`src/twp_pkg.sv`:
```
//==========================================================
//==========================================================
package twp_pkg;
  localparam int unsigned CLK_HZ = 40000000;
  localparam logic [7:0] ADDR_TIMER = 8'h05;
  localparam logic [7:0] ADDR_CTRL = 8'h10;
  localparam logic [7:0] ADDR_WDOG = 8'h11;
  localparam logic [7:0] ADDR_STAT = 8'h12;
  localparam int unsigned CTRL_SRC_BIT = 5;
  localparam int unsigned CTRL_EDGE_BIT = 4;
  localparam int unsigned CTRL_PRE_EN_BIT = 3;
  localparam int unsigned WD_EN_BIT = 7;
  localparam int unsigned WD_PRE_EN_BIT = 5;
  localparam int unsigned WD_RATE_LSB = 2;
  localparam logic [7:0] CTRL_RESET = 8'h00;
  localparam logic [7:0] WDOG_RESET = 8'h00;
  localparam logic [7:0] CTRL_MASK = 8'h3F;
  localparam logic [7:0] WDOG_MASK = 8'hBC;
  localparam int unsigned WD_TIMEOUT_US = 18000;
  localparam int unsigned WD_RC_HZ = 1000000;
  localparam int unsigned WD_TIMEOUT_CYC = WD_TIMEOUT_US * (WD_RC_HZ / 1000000);
  localparam int unsigned INSTR_DIV = 2;
endpackage

```
`src/twp_pre_if.sv`:
```
`timescale 1ns/10ps
`default_nettype none
//==========================================================
// prescaler tap port
interface twp_pre_if;
  logic tick;
  logic clear;
  logic bypass;
  logic [2:0] rate;
  logic out;
  modport owner (output tick, output clear, output bypass, output rate, input out);
  modport pre (input tick, input clear, input bypass, input rate, output out);
endinterface
`default_nettype wire

```
`src/twp_prescaler.sv`:
```
`timescale 1ns/10ps
`default_nettype none
//==========================================================
// eight-bit prescaler, tap 000 = /2 .. 111 = /256
module twp_prescaler #(
  parameter int unsigned W = 8
) (
  input wire logic sys_clk_i,
  input wire logic rst_n_i,
  input wire logic ce_i,
  twp_pre_if.pre p
);
  logic [W-1:0] cnt_q;
  logic [W-1:0] cnt_inc;
  assign cnt_inc = cnt_q + {{(W-1){1'b0}}, 1'b1};
  always_ff @(posedge sys_clk_i) begin
    if (!rst_n_i || (ce_i && p.clear)) begin
      cnt_q <= '0;
    end else if (ce_i && p.tick) begin
      cnt_q <= cnt_inc;
    end
  end
  // output pulses when the selected bit falls, a full period after clear; in bypass it pulses on every tick not in a clear cycle
  always_comb begin
    if (p.bypass) begin
      p.out = p.tick && !p.clear;
    end else begin
      p.out = p.tick && !p.clear && (cnt_q[p.rate] && !cnt_inc[p.rate]);
    end
  end
endmodule
`default_nettype wire

```
`src/twp_top.sv`:
```
`timescale 1ns/10ps
`default_nettype none
module twp_top #(
  parameter int unsigned WD_TIMEOUT = twp_pkg::WD_TIMEOUT_CYC
) (
  input wire logic sys_clk_i,
  input wire logic rst_n_i,
  input wire logic ce_i,
  input wire logic wd_rc_tick_i,
  input wire logic timer_pin_i,
  input wire logic sleep_instr_i,
  input wire logic watchdog_clear_instr_i,
  input wire logic [7:0] addr_i,
  input wire logic [7:0] wdata_i,
  input wire logic wr_i,
  input wire logic rd_i,
  output logic [7:0] rdata_o,
  output logic sleep_o,
  output logic wd_reset_o
);
  //==========================================================
  // registers
  logic [7:0] timer_q;
  logic [7:0] ctrl_q;
  logic [7:0] wdog_q;
  logic sleep_q;
  logic wd_rst_q;
  logic [7:0] rdata_q;
  logic instr_q;
  logic [2:0] pin_q;
  logic pin_lvl_q;
  logic [31:0] wd_cnt_q;
  logic wr_timer, wr_ctrl, wr_wdog, clr_wd, tmr_src, tmr_edge_ok;
  twp_pre_if tpre();
  twp_pre_if wpre();

  function automatic logic hit(input logic [7:0] a, input logic [7:0] b);
    return a == b;
  endfunction

  assign wr_timer = wr_i && hit(addr_i, twp_pkg::ADDR_TIMER);
  assign wr_ctrl = wr_i && hit(addr_i, twp_pkg::ADDR_CTRL);
  assign wr_wdog = wr_i && hit(addr_i, twp_pkg::ADDR_WDOG);
  assign clr_wd = watchdog_clear_instr_i || sleep_instr_i;

  //==========================================================
  // control registers
  always_ff @(posedge sys_clk_i) begin
    if (!rst_n_i) begin
      ctrl_q <= twp_pkg::CTRL_RESET;
    end else if (ce_i && wr_ctrl) begin
      ctrl_q <= wdata_i & twp_pkg::CTRL_MASK;
    end
  end
  always_ff @(posedge sys_clk_i) begin
    if (!rst_n_i) begin
      wdog_q <= twp_pkg::WDOG_RESET;
    end else if (ce_i && wr_wdog && !sleep_q) begin
      wdog_q <= wdata_i & twp_pkg::WDOG_MASK;
    end
  end

  //==========================================================
  // sleep state, left by reset only
  always_ff @(posedge sys_clk_i) begin
    if (!rst_n_i) begin
      sleep_q <= 1'b0;
    end else if (ce_i && sleep_instr_i) begin
      sleep_q <= 1'b1;
    end
  end

  //==========================================================
  // pin sync and instruction clock (fosc/2)
  always_ff @(posedge sys_clk_i) begin
    if (!rst_n_i) begin
      pin_q <= 3'h0;
    end else if (ce_i) begin
      pin_q <= {pin_q[1:0], timer_pin_i};
    end
  end
  always_ff @(posedge sys_clk_i) begin
    if (!rst_n_i) begin
      instr_q <= 1'b0;
    end else if (ce_i) begin
      instr_q <= !instr_q;
    end
  end
  assign tmr_src = ctrl_q[twp_pkg::CTRL_SRC_BIT];
  // level follows the pin once the last two stages agree
  always_ff @(posedge sys_clk_i) begin
    if (!rst_n_i) begin
      pin_lvl_q <= 1'b0;
    end else if (ce_i && (pin_q[2] == pin_q[1])) begin
      pin_lvl_q <= pin_q[2];
    end
  end
  // edge bit 1 = falling, 0 = rising
  assign tmr_edge_ok = ctrl_q[twp_pkg::CTRL_EDGE_BIT]
                       ? (pin_lvl_q && !pin_q[2] && !pin_q[1])
                       : (!pin_lvl_q && pin_q[2] && pin_q[1]);

  //==========================================================
  // timer prescaler and timer
  assign tpre.tick = !sleep_q && (tmr_src ? tmr_edge_ok : instr_q);
  assign tpre.clear = wr_timer;
  assign tpre.bypass = !ctrl_q[twp_pkg::CTRL_PRE_EN_BIT];
  assign tpre.rate = ctrl_q[2:0];
  twp_prescaler #(.W(8)) u_tpre (
    .sys_clk_i(sys_clk_i),
    .rst_n_i(rst_n_i),
    .ce_i(ce_i),
    .p(tpre)
  );
  always_ff @(posedge sys_clk_i) begin
    if (!rst_n_i) begin
      timer_q <= 8'h00;
    end else if (ce_i && wr_timer) begin
      timer_q <= wdata_i;
    end else if (ce_i && tpre.out) begin
      timer_q <= timer_q + 8'h01;
    end
  end

  //==========================================================
  // watchdog prescaler and counter on rc tick
  assign wpre.tick = wd_rc_tick_i && wdog_q[twp_pkg::WD_EN_BIT];
  // disabled watchdog keeps its prescaler at zero too
  assign wpre.clear = clr_wd || !wdog_q[twp_pkg::WD_EN_BIT];
  assign wpre.bypass = !wdog_q[twp_pkg::WD_PRE_EN_BIT];
  assign wpre.rate = wdog_q[twp_pkg::WD_RATE_LSB +: 3];
  twp_prescaler #(.W(8)) u_wpre (
    .sys_clk_i(sys_clk_i),
    .rst_n_i(rst_n_i),
    .ce_i(ce_i),
    .p(wpre)
  );
  always_ff @(posedge sys_clk_i) begin
    if (!rst_n_i) begin
      wd_cnt_q <= 32'h0;
      wd_rst_q <= 1'b0;
    end else if (ce_i) begin
      wd_rst_q <= 1'b0;
      if (clr_wd || !wdog_q[twp_pkg::WD_EN_BIT]) begin
        wd_cnt_q <= 32'h0;
      end else if (wpre.out) begin
        if (wd_cnt_q >= WD_TIMEOUT - 1) begin
          wd_cnt_q <= 32'h0;
          wd_rst_q <= 1'b1;
        end else begin
          wd_cnt_q <= wd_cnt_q + 32'h1;
        end
      end
    end
  end

  //==========================================================
  // read port
  always_ff @(posedge sys_clk_i) begin
    if (!rst_n_i) begin
      rdata_q <= 8'h00;
    end else if (ce_i) begin
      rdata_q <= 8'h00;
      if (rd_i) begin
        case (addr_i)
          twp_pkg::ADDR_TIMER: rdata_q <= timer_q;
          twp_pkg::ADDR_CTRL: rdata_q <= ctrl_q;
          twp_pkg::ADDR_WDOG: rdata_q <= wdog_q;
          twp_pkg::ADDR_STAT: rdata_q <= {6'h00, wd_rst_q, sleep_q};
          default: rdata_q <= 8'h00;
        endcase
      end
    end
  end
  assign rdata_o = rdata_q;
  assign sleep_o = sleep_q;
  assign wd_reset_o = wd_rst_q;
endmodule
`default_nettype wire

```
`config.mk`:
```
export PLATFORM = sky130hd
export DESIGN_NAME = twp_top
export DESIGN_NICKNAME = d
export VERILOG_FILES = /design/src/twp_pkg.sv /design/src/twp_pre_if.sv /design/src/twp_prescaler.sv /design/src/twp_top.sv
export SDC_FILE = /design/constraint.sdc
export NUM_CORES = 1
export LEC_CHECK = 0
export BUFFER_PORTS_ARGS = -buffer_cell sky130_fd_sc_hd__buf_2
export CAP_MARGIN = 20
export CORE_AREA = 2 2 92 94
export CTS_CLUSTER_DIAMETER = 100
export DETAILED_ROUTE_END_ITERATION = 12
export DIE_AREA = 0 0 94 96
export HOLD_SLACK_MARGIN = 0.15
export PLACE_DENSITY = 0.73
export SYNTH_ARGS = -nofsm -noshare
export SYNTH_HDL_FRONTEND = slang
export SYNTH_SLANG_ARGS = --single-unit
export TNS_END_PERCENT = 20
```
`constraint.sdc`:
```
create_clock -name sys_clk_i -period 7.7 [get_ports sys_clk_i]
set_input_delay 1.54 -clock sys_clk_i [delete_from_list [all_inputs] [get_ports sys_clk_i]]
set_output_delay 1.54 -clock sys_clk_i [all_outputs]
set_load 0.05 [all_outputs]
```
==> impl_metrics.toml, run 1 <==
[outcome]
status = "complete, no violations"

[synth]
yosysSeqAreaShare_pct = 38.0
avgSynthCellArea_um2 = 8.57
yosysWarningCount = 0
synth_top_area_share_pct = 38.0
synth_edf_count = 0
synth_top_area_cell = "dfxtp_1"
synth_seq_cells = 82
netlist_instances = 504
synthesis.nets = 533
synthArstFlopShare_pct = 0
synthFlopType = "dfxtp_1"
synthDistinctLibCells = 67
synth_area_leaders = "dfxtp_1 (38%), nor2_1 (4.7%), mux2i_1 (4.2%)"
synth_area_um2 = 4320

[setup_path]
rr_worst_depth = 8
r2r_slack_ns = 4.69
r2r_end = "wd_cnt_q[9]$_SDFFE_PN0P_"
required_ns = 7.99
startpoint = "ce_i"
startpoint_type = "input pin"
cp_data_arrival_time_ns = 3.88
rr_startpoint = "u_wpre.cnt_q[0]$_SDFFE_PP0P_"
crit_path_max_fanout = 16
worstSetupPathType = "in2reg"
setup.worst_path.end_class = "flip-flop"

[sta]
hold_viol = 0
fin_crit_sh_pct = 46.6
relSlewSlack_pct = 37.8
finalSetupTns_ns = 0
max_freq_ghz = 0.278
rsz0062_at_grt = "false"
tightest_slew_ns = 0.929
finalCriticalPeriod_ns = 3.59
finalClockSkew_ns = 0.0137
finalSetupViolCount = 0
drv_slew = 0
worst_slack_ns = 4.11

[drt]
drtPass1Iterations = 5
routed_wl_um = 10100
viasPerCell = 6.06
wire_per_inst_um = 15.8
drt_iter0_markers = 195
drc = 0
num_vias = 3888
ant_nets = 0

[floorplan]
die_h_um = 96
start_util_pct = 53.6
rows = 33
die_w_um = 94
coreArea_um2 = 8050
io_pins = 35
die_area_um2 = 9020

[clock_tree]
clk_pin_slew_worst_paths_ns = 0.08
h-tree-depth = 3
postCtsResizedCells = 0
cts_root_buffer = "clkbuf_8"
post_cts_buffers = 0
cts_tree = "done"
clk-insertion-delay-late_ns = 0.36
clockBufferDepth = 2
cts_buffers = 9
cts_sinks = 82
holdBufCountCts = 0

[layout]
syn_to_final_growth_pct = 11.4
antenna_cells = 0
fin_nets = 561
utilization_pct = 59.8
drive_gt1_share_pct = 12.1

[run]
maxCapViolCount = 0

[grt]
grt_busiest_layer = "met2"
grt-ovfl-total = 0
antenna_found_initial = 0
gr-usage-met1_pct = 29.1
grt_pass1_wl_um = 16900
gr-usage-met2_pct = 40.8
grt.total_usage_pct = 23.5
grt_max_degree = 54
grt_pass1_vias = 3585
met3_usage_pct = 4.54

[hold_path]
whs_endpoint = "wd_cnt_q[18]$_SDFFE_PN0P_"
whs_path_depth = 2
min-delay-start = "wd_cnt_q[18]$_SDFFE_PN0P_"
holdCritPathClass = "reg2reg"

[pwr]
p_leak_nw = 1.72
powerDensity_nw_per_um2 = 177
peakVddDrop_uv = 105

[placed_design]
hpwlAfterDp_um = 7070
port_buffers = 34
routabilityCongestion = 0.887
dpl_worst_slack_ns = 3.42
==> power breakdown <==
part           internal (mW)  switching, mW  total [mW]
registers              0.426        0.00304       0.429
clock network          0.225          0.158       0.384
logic                 0.0155         0.0242      0.0397
==> sequential cells by signal, indices dropped and copies added, names as in the netlist <==
register	flops
u_tpre.cnt_q	8
wdog_q	5
pin_lvl_q	1
u_wpre.cnt_q	8
rdata_o	8
instr_q	1
wd_reset_o	1
pin_q	3
wd_cnt_q	32
sleep_o	1
timer_q	8
ctrl_q	6
==> metrics by stage <==
stage	power, mW	hold WS, ns	cells	instance area, um2
floorplan	0.463	0.435	504	4320
CTS	0.861	0.472	641	4800
finish	0.852	0.476	642	4810
detailed placement	0.478	0.457	625	4550
global placement	0.477	0.447	625	4550
global route	0.881	0.492	642	4810
==> how the worst max path moves through the flow <==
stage / to / slack, ns / depth (start not counted)
6_report: wd_cnt_q[9]$_SDFFE_PN0P_ / 4.11 / 8
5_1_grt: wd_cnt_q[9]$_SDFFE_PN0P_ / 3.96 / 8
4_1_cts: wd_cnt_q[23]$_SDFFE_PN0P_ / 3.76 / 8
3_5_place_dp: wd_cnt_q[23]$_SDFFE_PN0P_ / 3.42 / 8
3_3_place_gp: wd_cnt_q[19]$_SDFFE_PN0P_ / 3.51 / 8
2_1_floorplan: wd_cnt_q[26]$_SDFFE_PN0P_ / 4.41 / 7
==> kinds of logic after synthesis <==
family	after synthesis	synth area share (%)
adders and majority gates	4	1.16
and+or+nand+nor	217	27.8
muxes	21	5.47
DFF	82	38.0
buffers and inverters	30	2.69
xor gates and xnor gates	21	4.26
AOI/OAI and AO/OA	129	20.6
==> Yosys cell counts (all sizes together) (3+ instances only) <==
| cell | instances |
|---|---|
| and3 | 18 |
| a21boi | 16 |
| nor3 | 5 |
| nand4 | 7 |
| and4 | 6 |
| nand2b | 6 |
| nor2 | 54 |
| xnor2 | 6 |
| o211ai | 3 |
| o21ai | 37 |
| dfxtp | 82 |
| or4 | 7 |
| ha | 4 |
| inv | 11 |
| or3b | 3 |
| buf | 4 |
| a21oi | 32 |
| a222oi | 4 |
| nand2 | 30 |
| a22oi | 3 |
| nand3 | 21 |
| mux2i | 18 |
| or3 | 11 |
| xor2 | 15 |
| a31oi | 9 |
| and2 | 7 |
| nor4 | 7 |
| nor2b | 25 |
| clkbuf | 15 |
==> worst max-delay path, stage by stage <==
cell,delay (ns)
buf_2,0.26
and2_1,0.20
nand3_1,0.08
or3_4,0.36
o32ai_4,0.33
o21ai_1,0.36
or4b_1,0.61
a21boi_1,0.14
==> placed cells by master, fill, tap and decap left out, drive strengths merged, types with 4 or more instances in the layout <==
| master | count |
|---|---|
| buf | 36 |
| nor3 | 5 |
| a21boi | 16 |
| dfxtp | 82 |
| and4 | 6 |
| a31oi | 9 |
| and2 | 7 |
| nand2 | 30 |
| or4 | 7 |
| nand4 | 7 |
| clkbuf | 10 |
| nand2b | 6 |
| or3 | 11 |
| nand3 | 21 |
| a222oi | 4 |
| nor4 | 7 |
| mux2i | 18 |
| inv | 12 |
| ha | 4 |
| and3 | 18 |
| o21ai | 37 |
| nor2b | 25 |
| a21oi | 32 |
| nor2 | 54 |
| xnor2 | 6 |
| xor2 | 15 |
==> area by class of cell <==
cell class	count	area, um2
repair buffers	36	185
fillers	710	3240
clock buffers	10	138
flip-flops and latches	82	1640
inverters	11	41.3
multi-input cells	392	2560
clock inverters	6	113
well taps	105	131
==> layer usage <==
metal	vias to the layer above	wire length [um]
met5	-	0
met4	0	211
met3	21	633
met2	118	4850
met1	1842	4450
li1	1907	-
(Power assumes the default switching activity.)
==> run 2: changes to the inputs <==
--- a/config.mk
+++ b/config.mk
@@ -7,12 +7,12 @@
 export LEC_CHECK = 0
 export BUFFER_PORTS_ARGS = -buffer_cell sky130_fd_sc_hd__buf_2
 export CAP_MARGIN = 20
-export CORE_AREA = 2 2 92 94
+export CORE_AREA = 2 2 93 95
 export CTS_CLUSTER_DIAMETER = 100
 export DETAILED_ROUTE_END_ITERATION = 12
-export DIE_AREA = 0 0 94 96
+export DIE_AREA = 0 0 95 97
 export HOLD_SLACK_MARGIN = 0.15
-export PLACE_DENSITY = 0.73
+export PLACE_DENSITY = 0.74
 export SYNTH_ARGS = -nofsm -noshare
 export SYNTH_HDL_FRONTEND = slang
 export SYNTH_SLANG_ARGS = --single-unit
==> constraint.sdc (replaced) <==
create_clock -name sys_clk_i -period 3.2 [get_ports sys_clk_i]
set_input_delay 0.64 -clock sys_clk_i [delete_from_list [all_inputs] [get_ports sys_clk_i]]
set_output_delay 0.64 -clock sys_clk_i [all_outputs]
set_load 0.05 [all_outputs]
==> impl_metrics.toml, run 2 (same netlist as run 1, synthesis figures left out) <==
[outcome]
status = "complete, no violations"

[sta]
tightest_slew_ns = 0.880
relSlewSlack_pct = 41.0
rsz0062_at_grt = "false"
fin_crit_sh_pct = 92.0
finalSetupViolCount = 0
hold_viol = 0
finalCriticalPeriod_ns = 2.94
max_freq_ghz = 0.340
drv_slew = 0
finalSetupTns_ns = 0
worst_slack_ns = 0.256
finalClockSkew_ns = 0.0203

[layout]
drive_gt1_share_pct = 13.2
syn_to_final_growth_pct = 11.6
fin_nets = 568
top_register = "wd_cnt_q"
final_cell_mix = "dfxtp_1 (82), nor2_1 (54), o21ai_0 (35)"
largest_register_ffs = 32
antenna_cells = 0
layout_commonest_cell = "dfxtp_1"

[setup_path]
r2r_slack_ns = 0.26
critPathTopFamily = "simple AND/OR/NAND/NOR gates"
path_cells = "ha_1 > and3_1 > a311oi_1 > or3_4 > o32ai_4 > o21ai_1 > or4b_1 > a21boi_1"
setup.worst_path.end_class = "flip-flop"
r2r_end = "wd_cnt_q[9]$_SDFFE_PN0P_"
critPathMaxStageDelay_ns = 0.61
path_buf_inv = 0
crit_path_max_fanout = 14
required_ns = 3.49
startpoint_type = "flip-flop"
cp.depth = 8
rr_startpoint = "u_wpre.cnt_q[0]$_SDFFE_PP0P_"
worstSetupPathType = "reg2reg"
cpMaxStageDelayCell = "or4b_1"
startpoint = "u_wpre.cnt_q[0]$_SDFFE_PP0P_"
rr_worst_depth = 8
cp_data_arrival_time_ns = 3.23

[grt]
grt_pass1_vias = 3607
antenna_found_initial = 0
grt-ovfl-total = 0
grt_max_degree = 32
grt_pass1_wl_um = 16800
grt.total_usage_pct = 22.6

[placed_design]
dpl_worst_slack_ns = 0.296
routabilityCongestion = 0.915
hpwlAfterDp_um = 7420
port_buffers = 34

[drt]
viasPerCell = 5.93
drc = 0
ant_nets = 0
wire_per_inst_um = 15.8
num_vias = 3851
drtPass1Iterations = 5
drt_iter0_markers = 246
routed_wl_um = 10200

[run]
maxCapViolCount = 0

[clock_tree]
clk-insertion-delay-late_ns = 0.36
cts_tree = "done"
h-tree-depth = 3
cts_buffers = 9
cts_sinks = 82
cts_root_buffer = "clkbuf_8"
post_cts_buffers = 0
holdBufCountCts = 0
clk_pin_slew_worst_paths_ns = 0.09
clockBufferDepth = 2
postCtsResizedCells = 0

[floorplan]
start_util_pct = 53.1
die_w_um = 95
coreArea_um2 = 8130
io_pins = 35
rows = 33
die_h_um = 97
die_area_um2 = 9220

[hold_path]
min-delay-start = "wd_cnt_q[17]$_SDFFE_PN0P_"
whs_endpoint = "wd_cnt_q[17]$_SDFFE_PN0P_"
holdCritPathClass = "reg2reg"
whs_path_depth = 2

[pwr]
p_leak_nw = 1.73
powerDensity_nw_per_um2 = 399
peakVddDrop_uv = 241
[run 2: worst max path at each step]
stage	to	slack [ns]
2_1_floorplan	wd_cnt_q[26]$_SDFFE_PN0P_	0.64
3_3_place_gp	wd_cnt_q[9]$_SDFFE_PN0P_	0.41
3_5_place_dp	wd_cnt_q[9]$_SDFFE_PN0P_	0.30
4_1_cts	wd_cnt_q[9]$_SDFFE_PN0P_	0.28
5_1_grt	wd_cnt_q[9]$_SDFFE_PN0P_	0.11
6_report	wd_cnt_q[9]$_SDFFE_PN0P_	0.26
[run 2: area by class of cell]
cell class,count,area (um2)
Timing Repair Buffer,43,238
Clock inverter,7,83.8
Sequential cell,82,1640
Tap cell,105,131
Fill cell,737,3310
Multi-Input combinational cell,392,2560
Inverter,11,41.3
Clock buffer,9,124
[run 2: routing by layer]
metal / track usage (%) / wire, um / share of wire [%] / vias to the layer above
met5: 0 / 0 / 0 / -
met1: 30.7 / 4760 / 47 / 1808
met4: 8.25 / 179 / 1.8 / 0
met3: 3.12 / 458 / 4.5 / 17
li1: - / - / - / 1926
met2: 36.4 / 4820 / 47 / 100
[run 2: power breakdown]
| group | internal, mW | switching [mW] | total [mW] | leakage, nW |
|---|---|---|---|---|
| Clock | 0.376 | 0.414 | 0.790 | 0.103 |
| Combinational | 0.0406 | 0.0579 | 0.0985 | 0.964 |
| Sequential | 1.03 | 0.00753 | 1.03 | 0.661 |
| Total | 1.44 | 0.480 | 1.92 | 1.73 |
[run 2: tightest hold or removal path, stage by stage, from the launching register on]
cell	delay (ns)
dfxtp_1	0.34
inv_1	0.06
nor2_1	0.04
[run 2: metrics by stage]
| stage | util (%) | total power [mW] | instance area (um2) | instances | hold WS, ns |
|---|---|---|---|---|---|
| 3_3_place_gp | 56.7 | 1.15 | 4610 | 633 | 0.445 |
| 4_1_cts | 59.3 | 1.94 | 4820 | 649 | 0.470 |
| 5_1_grt | 59.3 | 1.99 | 4820 | 649 | 0.511 |
| 3_5_place_dp | 56.7 | 1.15 | 4610 | 633 | 0.456 |
| 2_1_floorplan | - | 1.11 | 4320 | 504 | 0.435 |
| 6_report | 59.3 | 1.92 | 4820 | 649 | 0.471 |
==> run 3: changes to the inputs <==
--- a/config.mk
+++ b/config.mk
@@ -13,6 +13,8 @@
 export DIE_AREA = 0 0 95 97
 export HOLD_SLACK_MARGIN = 0.15
 export PLACE_DENSITY = 0.74
+export RECOVER_POWER = 100
+export REMOVE_ABC_BUFFERS = 1
 export SYNTH_ARGS = -nofsm -noshare
 export SYNTH_HDL_FRONTEND = slang
 export SYNTH_SLANG_ARGS = --single-unit
==> impl_metrics.toml, run 3 (same netlist as run 1, synthesis figures left out) <==
[outcome]
status = "complete, no violations"

[drt]
ant_nets = 0
drtPass1Iterations = 4
routed_wl_um = 10200
viasPerCell = 5.95
num_vias = 3853
drt_iter0_markers = 420
drc = 0
wire_per_inst_um = 15.7

[pwr]
p_leak_nw = 1.66
powerDensity_nw_per_um2 = 414
peakVddDrop_uv = 205

[grt]
grt-ovfl-total = 0
antenna_found_initial = 0
grt_max_degree = 41
grt_pass1_vias = 3589
grt.total_usage_pct = 23.1
grt_pass1_wl_um = 17100

[setup_path]
r2r_slack_ns = 0.29
setup.worst_path.end_class = "flip-flop"
r2r_end = "wd_cnt_q[9]$_SDFFE_PN0P_"
required_ns = 3.49
crit_path_max_fanout = 14
critPathCapture = "wd_cnt_q[9]$_SDFFE_PN0P_"
startpoint_type = "flip-flop"
cp_data_arrival_time_ns = 3.19
startpoint = "u_wpre.cnt_q[0]$_SDFFE_PP0P_"
rr_startpoint = "u_wpre.cnt_q[0]$_SDFFE_PP0P_"
worstSetupPathType = "reg2reg"
rr_worst_depth = 8

[floorplan]
start_util_pct = 53.1
die_h_um = 97
die_area_um2 = 9220
die_w_um = 95
io_pins = 35
coreArea_um2 = 8130
rows = 33

[clock_tree]
cts_root_buffer = "clkbuf_8"
cts_tree = "done"
h-tree-depth = 3
clk_pin_slew_worst_paths_ns = 0.09
holdBufCountCts = 0
clk-insertion-delay-late_ns = 0.36
postCtsResizedCells = 0
post_cts_buffers = 0
cts_buffers = 9
clockBufferDepth = 2
cts_sinks = 82

[placed_design]
port_buffers = 34
routabilityCongestion = 0.904
hpwlAfterDp_um = 7340

[sta]
hold_viol = 0
tightest_slew_ns = 1.42
finalSetupViolCount = 0
finalCriticalPeriod_ns = 2.91
finalClockSkew_ns = 0.0150
finalSetupTns_ns = 0
relSlewSlack_pct = 5.03
fin_crit_sh_pct = 90.9
rsz0062_at_grt = "false"
max_freq_ghz = 0.344
whs_ns = 0.467
drv_slew = 0

[layout]
final_cell_mix = "dfxtp_1 (82), nor2_1 (54), o21ai_0 (36)"
antenna_cells = 0
drive_gt1_share_pct = 9.94
fillers = 743
largest_register_ffs = 32
top_register = "wd_cnt_q"
layout_commonest_cell = "dfxtp_1"
fin_nets = 567
syn_to_final_growth_pct = 10.8

[hold_path]
holdCritPathClass = "reg2reg"

[run]
maxCapViolCount = 0
## run 3: cell types whose count changed in the layout (fill, tap and decap cells not counted), moves of 2 or more
cell	change
a21boi_0	+9
clkbuf_1	+15
buf_4	-6
and2_1	-2
buf_2	-11
and2_0	+2
a21boi_1	-9
## run 3: worst max-delay path, cell delays in order (launching register included)
cell,delay [ns]
dfxtp_1,0.47
ha_1,0.24
and3_1,0.21
a311oi_1,0.12
or3_4,0.43
o32ai_4,0.31
o21ai_1,0.32
or4b_1,0.58
a21boi_0,0.16
## run 3: stage by stage
step / util [%] / total power, mW / cells / worst slack, ns / instance area [um2]
floorplan: - / 1.11 / 485 / 0.508 / 4240
global placement: 56.6 / 1.15 / 632 / 0.425 / 4610
detailed placement: 56.6 / 1.15 / 632 / 0.360 / 4610
CTS: 59.4 / 2.00 / 648 / 0.328 / 4830
global route: 58.8 / 2.06 / 648 / 0.0488 / 4790
finish: 58.8 / 1.98 / 648 / 0.292 / 4790
## run 3: worst min-delay path by stage
| stage | start | end | slack [ns] | cells after the start |
|---|---|---|---|---|
| floorplan | wd_cnt_q[18]$_SDFFE_PN0P_ | wd_cnt_q[18]$_SDFFE_PN0P_ | 0.44 | 2 |
| global placement | wd_cnt_q[17]$_SDFFE_PN0P_ | wd_cnt_q[17]$_SDFFE_PN0P_ | 0.45 | 2 |
| detailed placement | wd_cnt_q[17]$_SDFFE_PN0P_ | wd_cnt_q[17]$_SDFFE_PN0P_ | 0.46 | 2 |
| CTS | wd_cnt_q[17]$_SDFFE_PN0P_ | wd_cnt_q[17]$_SDFFE_PN0P_ | 0.47 | 2 |
| global route | wd_cnt_q[17]$_SDFFE_PN0P_ | wd_cnt_q[17]$_SDFFE_PN0P_ | 0.50 | 2 |
| finish | wd_cnt_q[17]$_SDFFE_PN0P_ | wd_cnt_q[17]$_SDFFE_PN0P_ | 0.47 | 2 |
## run 3: layout make-up
cell class	instances	area, um2	share of cell area [%]
clock buffers	9	124	2.59
clock inverters	7	100	2.09
inverters	11	41.3	0.863
multi-input cells	392	2550	53.3
flip-flops and latches	82	1640	34.3
well taps	105	131	2.75
repair buffers	42	199	4.16
## run 3: per-layer routing
layer  up-vias  GRT usage [%]  wire length (um)  share of wire [%]
met5         -              0                 0                  0
met4         0           8.14               160                1.6
met3        16           4.13               559                5.5
met2       117           35.0              4690                 46
met1      1795           32.9              4790                 47
li1       1925              -                 -                  -
## run 3: report_power, final
part	internal (mW)	total, mW	leakage [nW]	switching, mW
sequential	1.03	1.03	0.661	0.00750
combinational	0.0387	0.0955	0.889	0.0568
clock	0.448	0.855	0.115	0.407
total	1.51	1.98	1.66	0.471
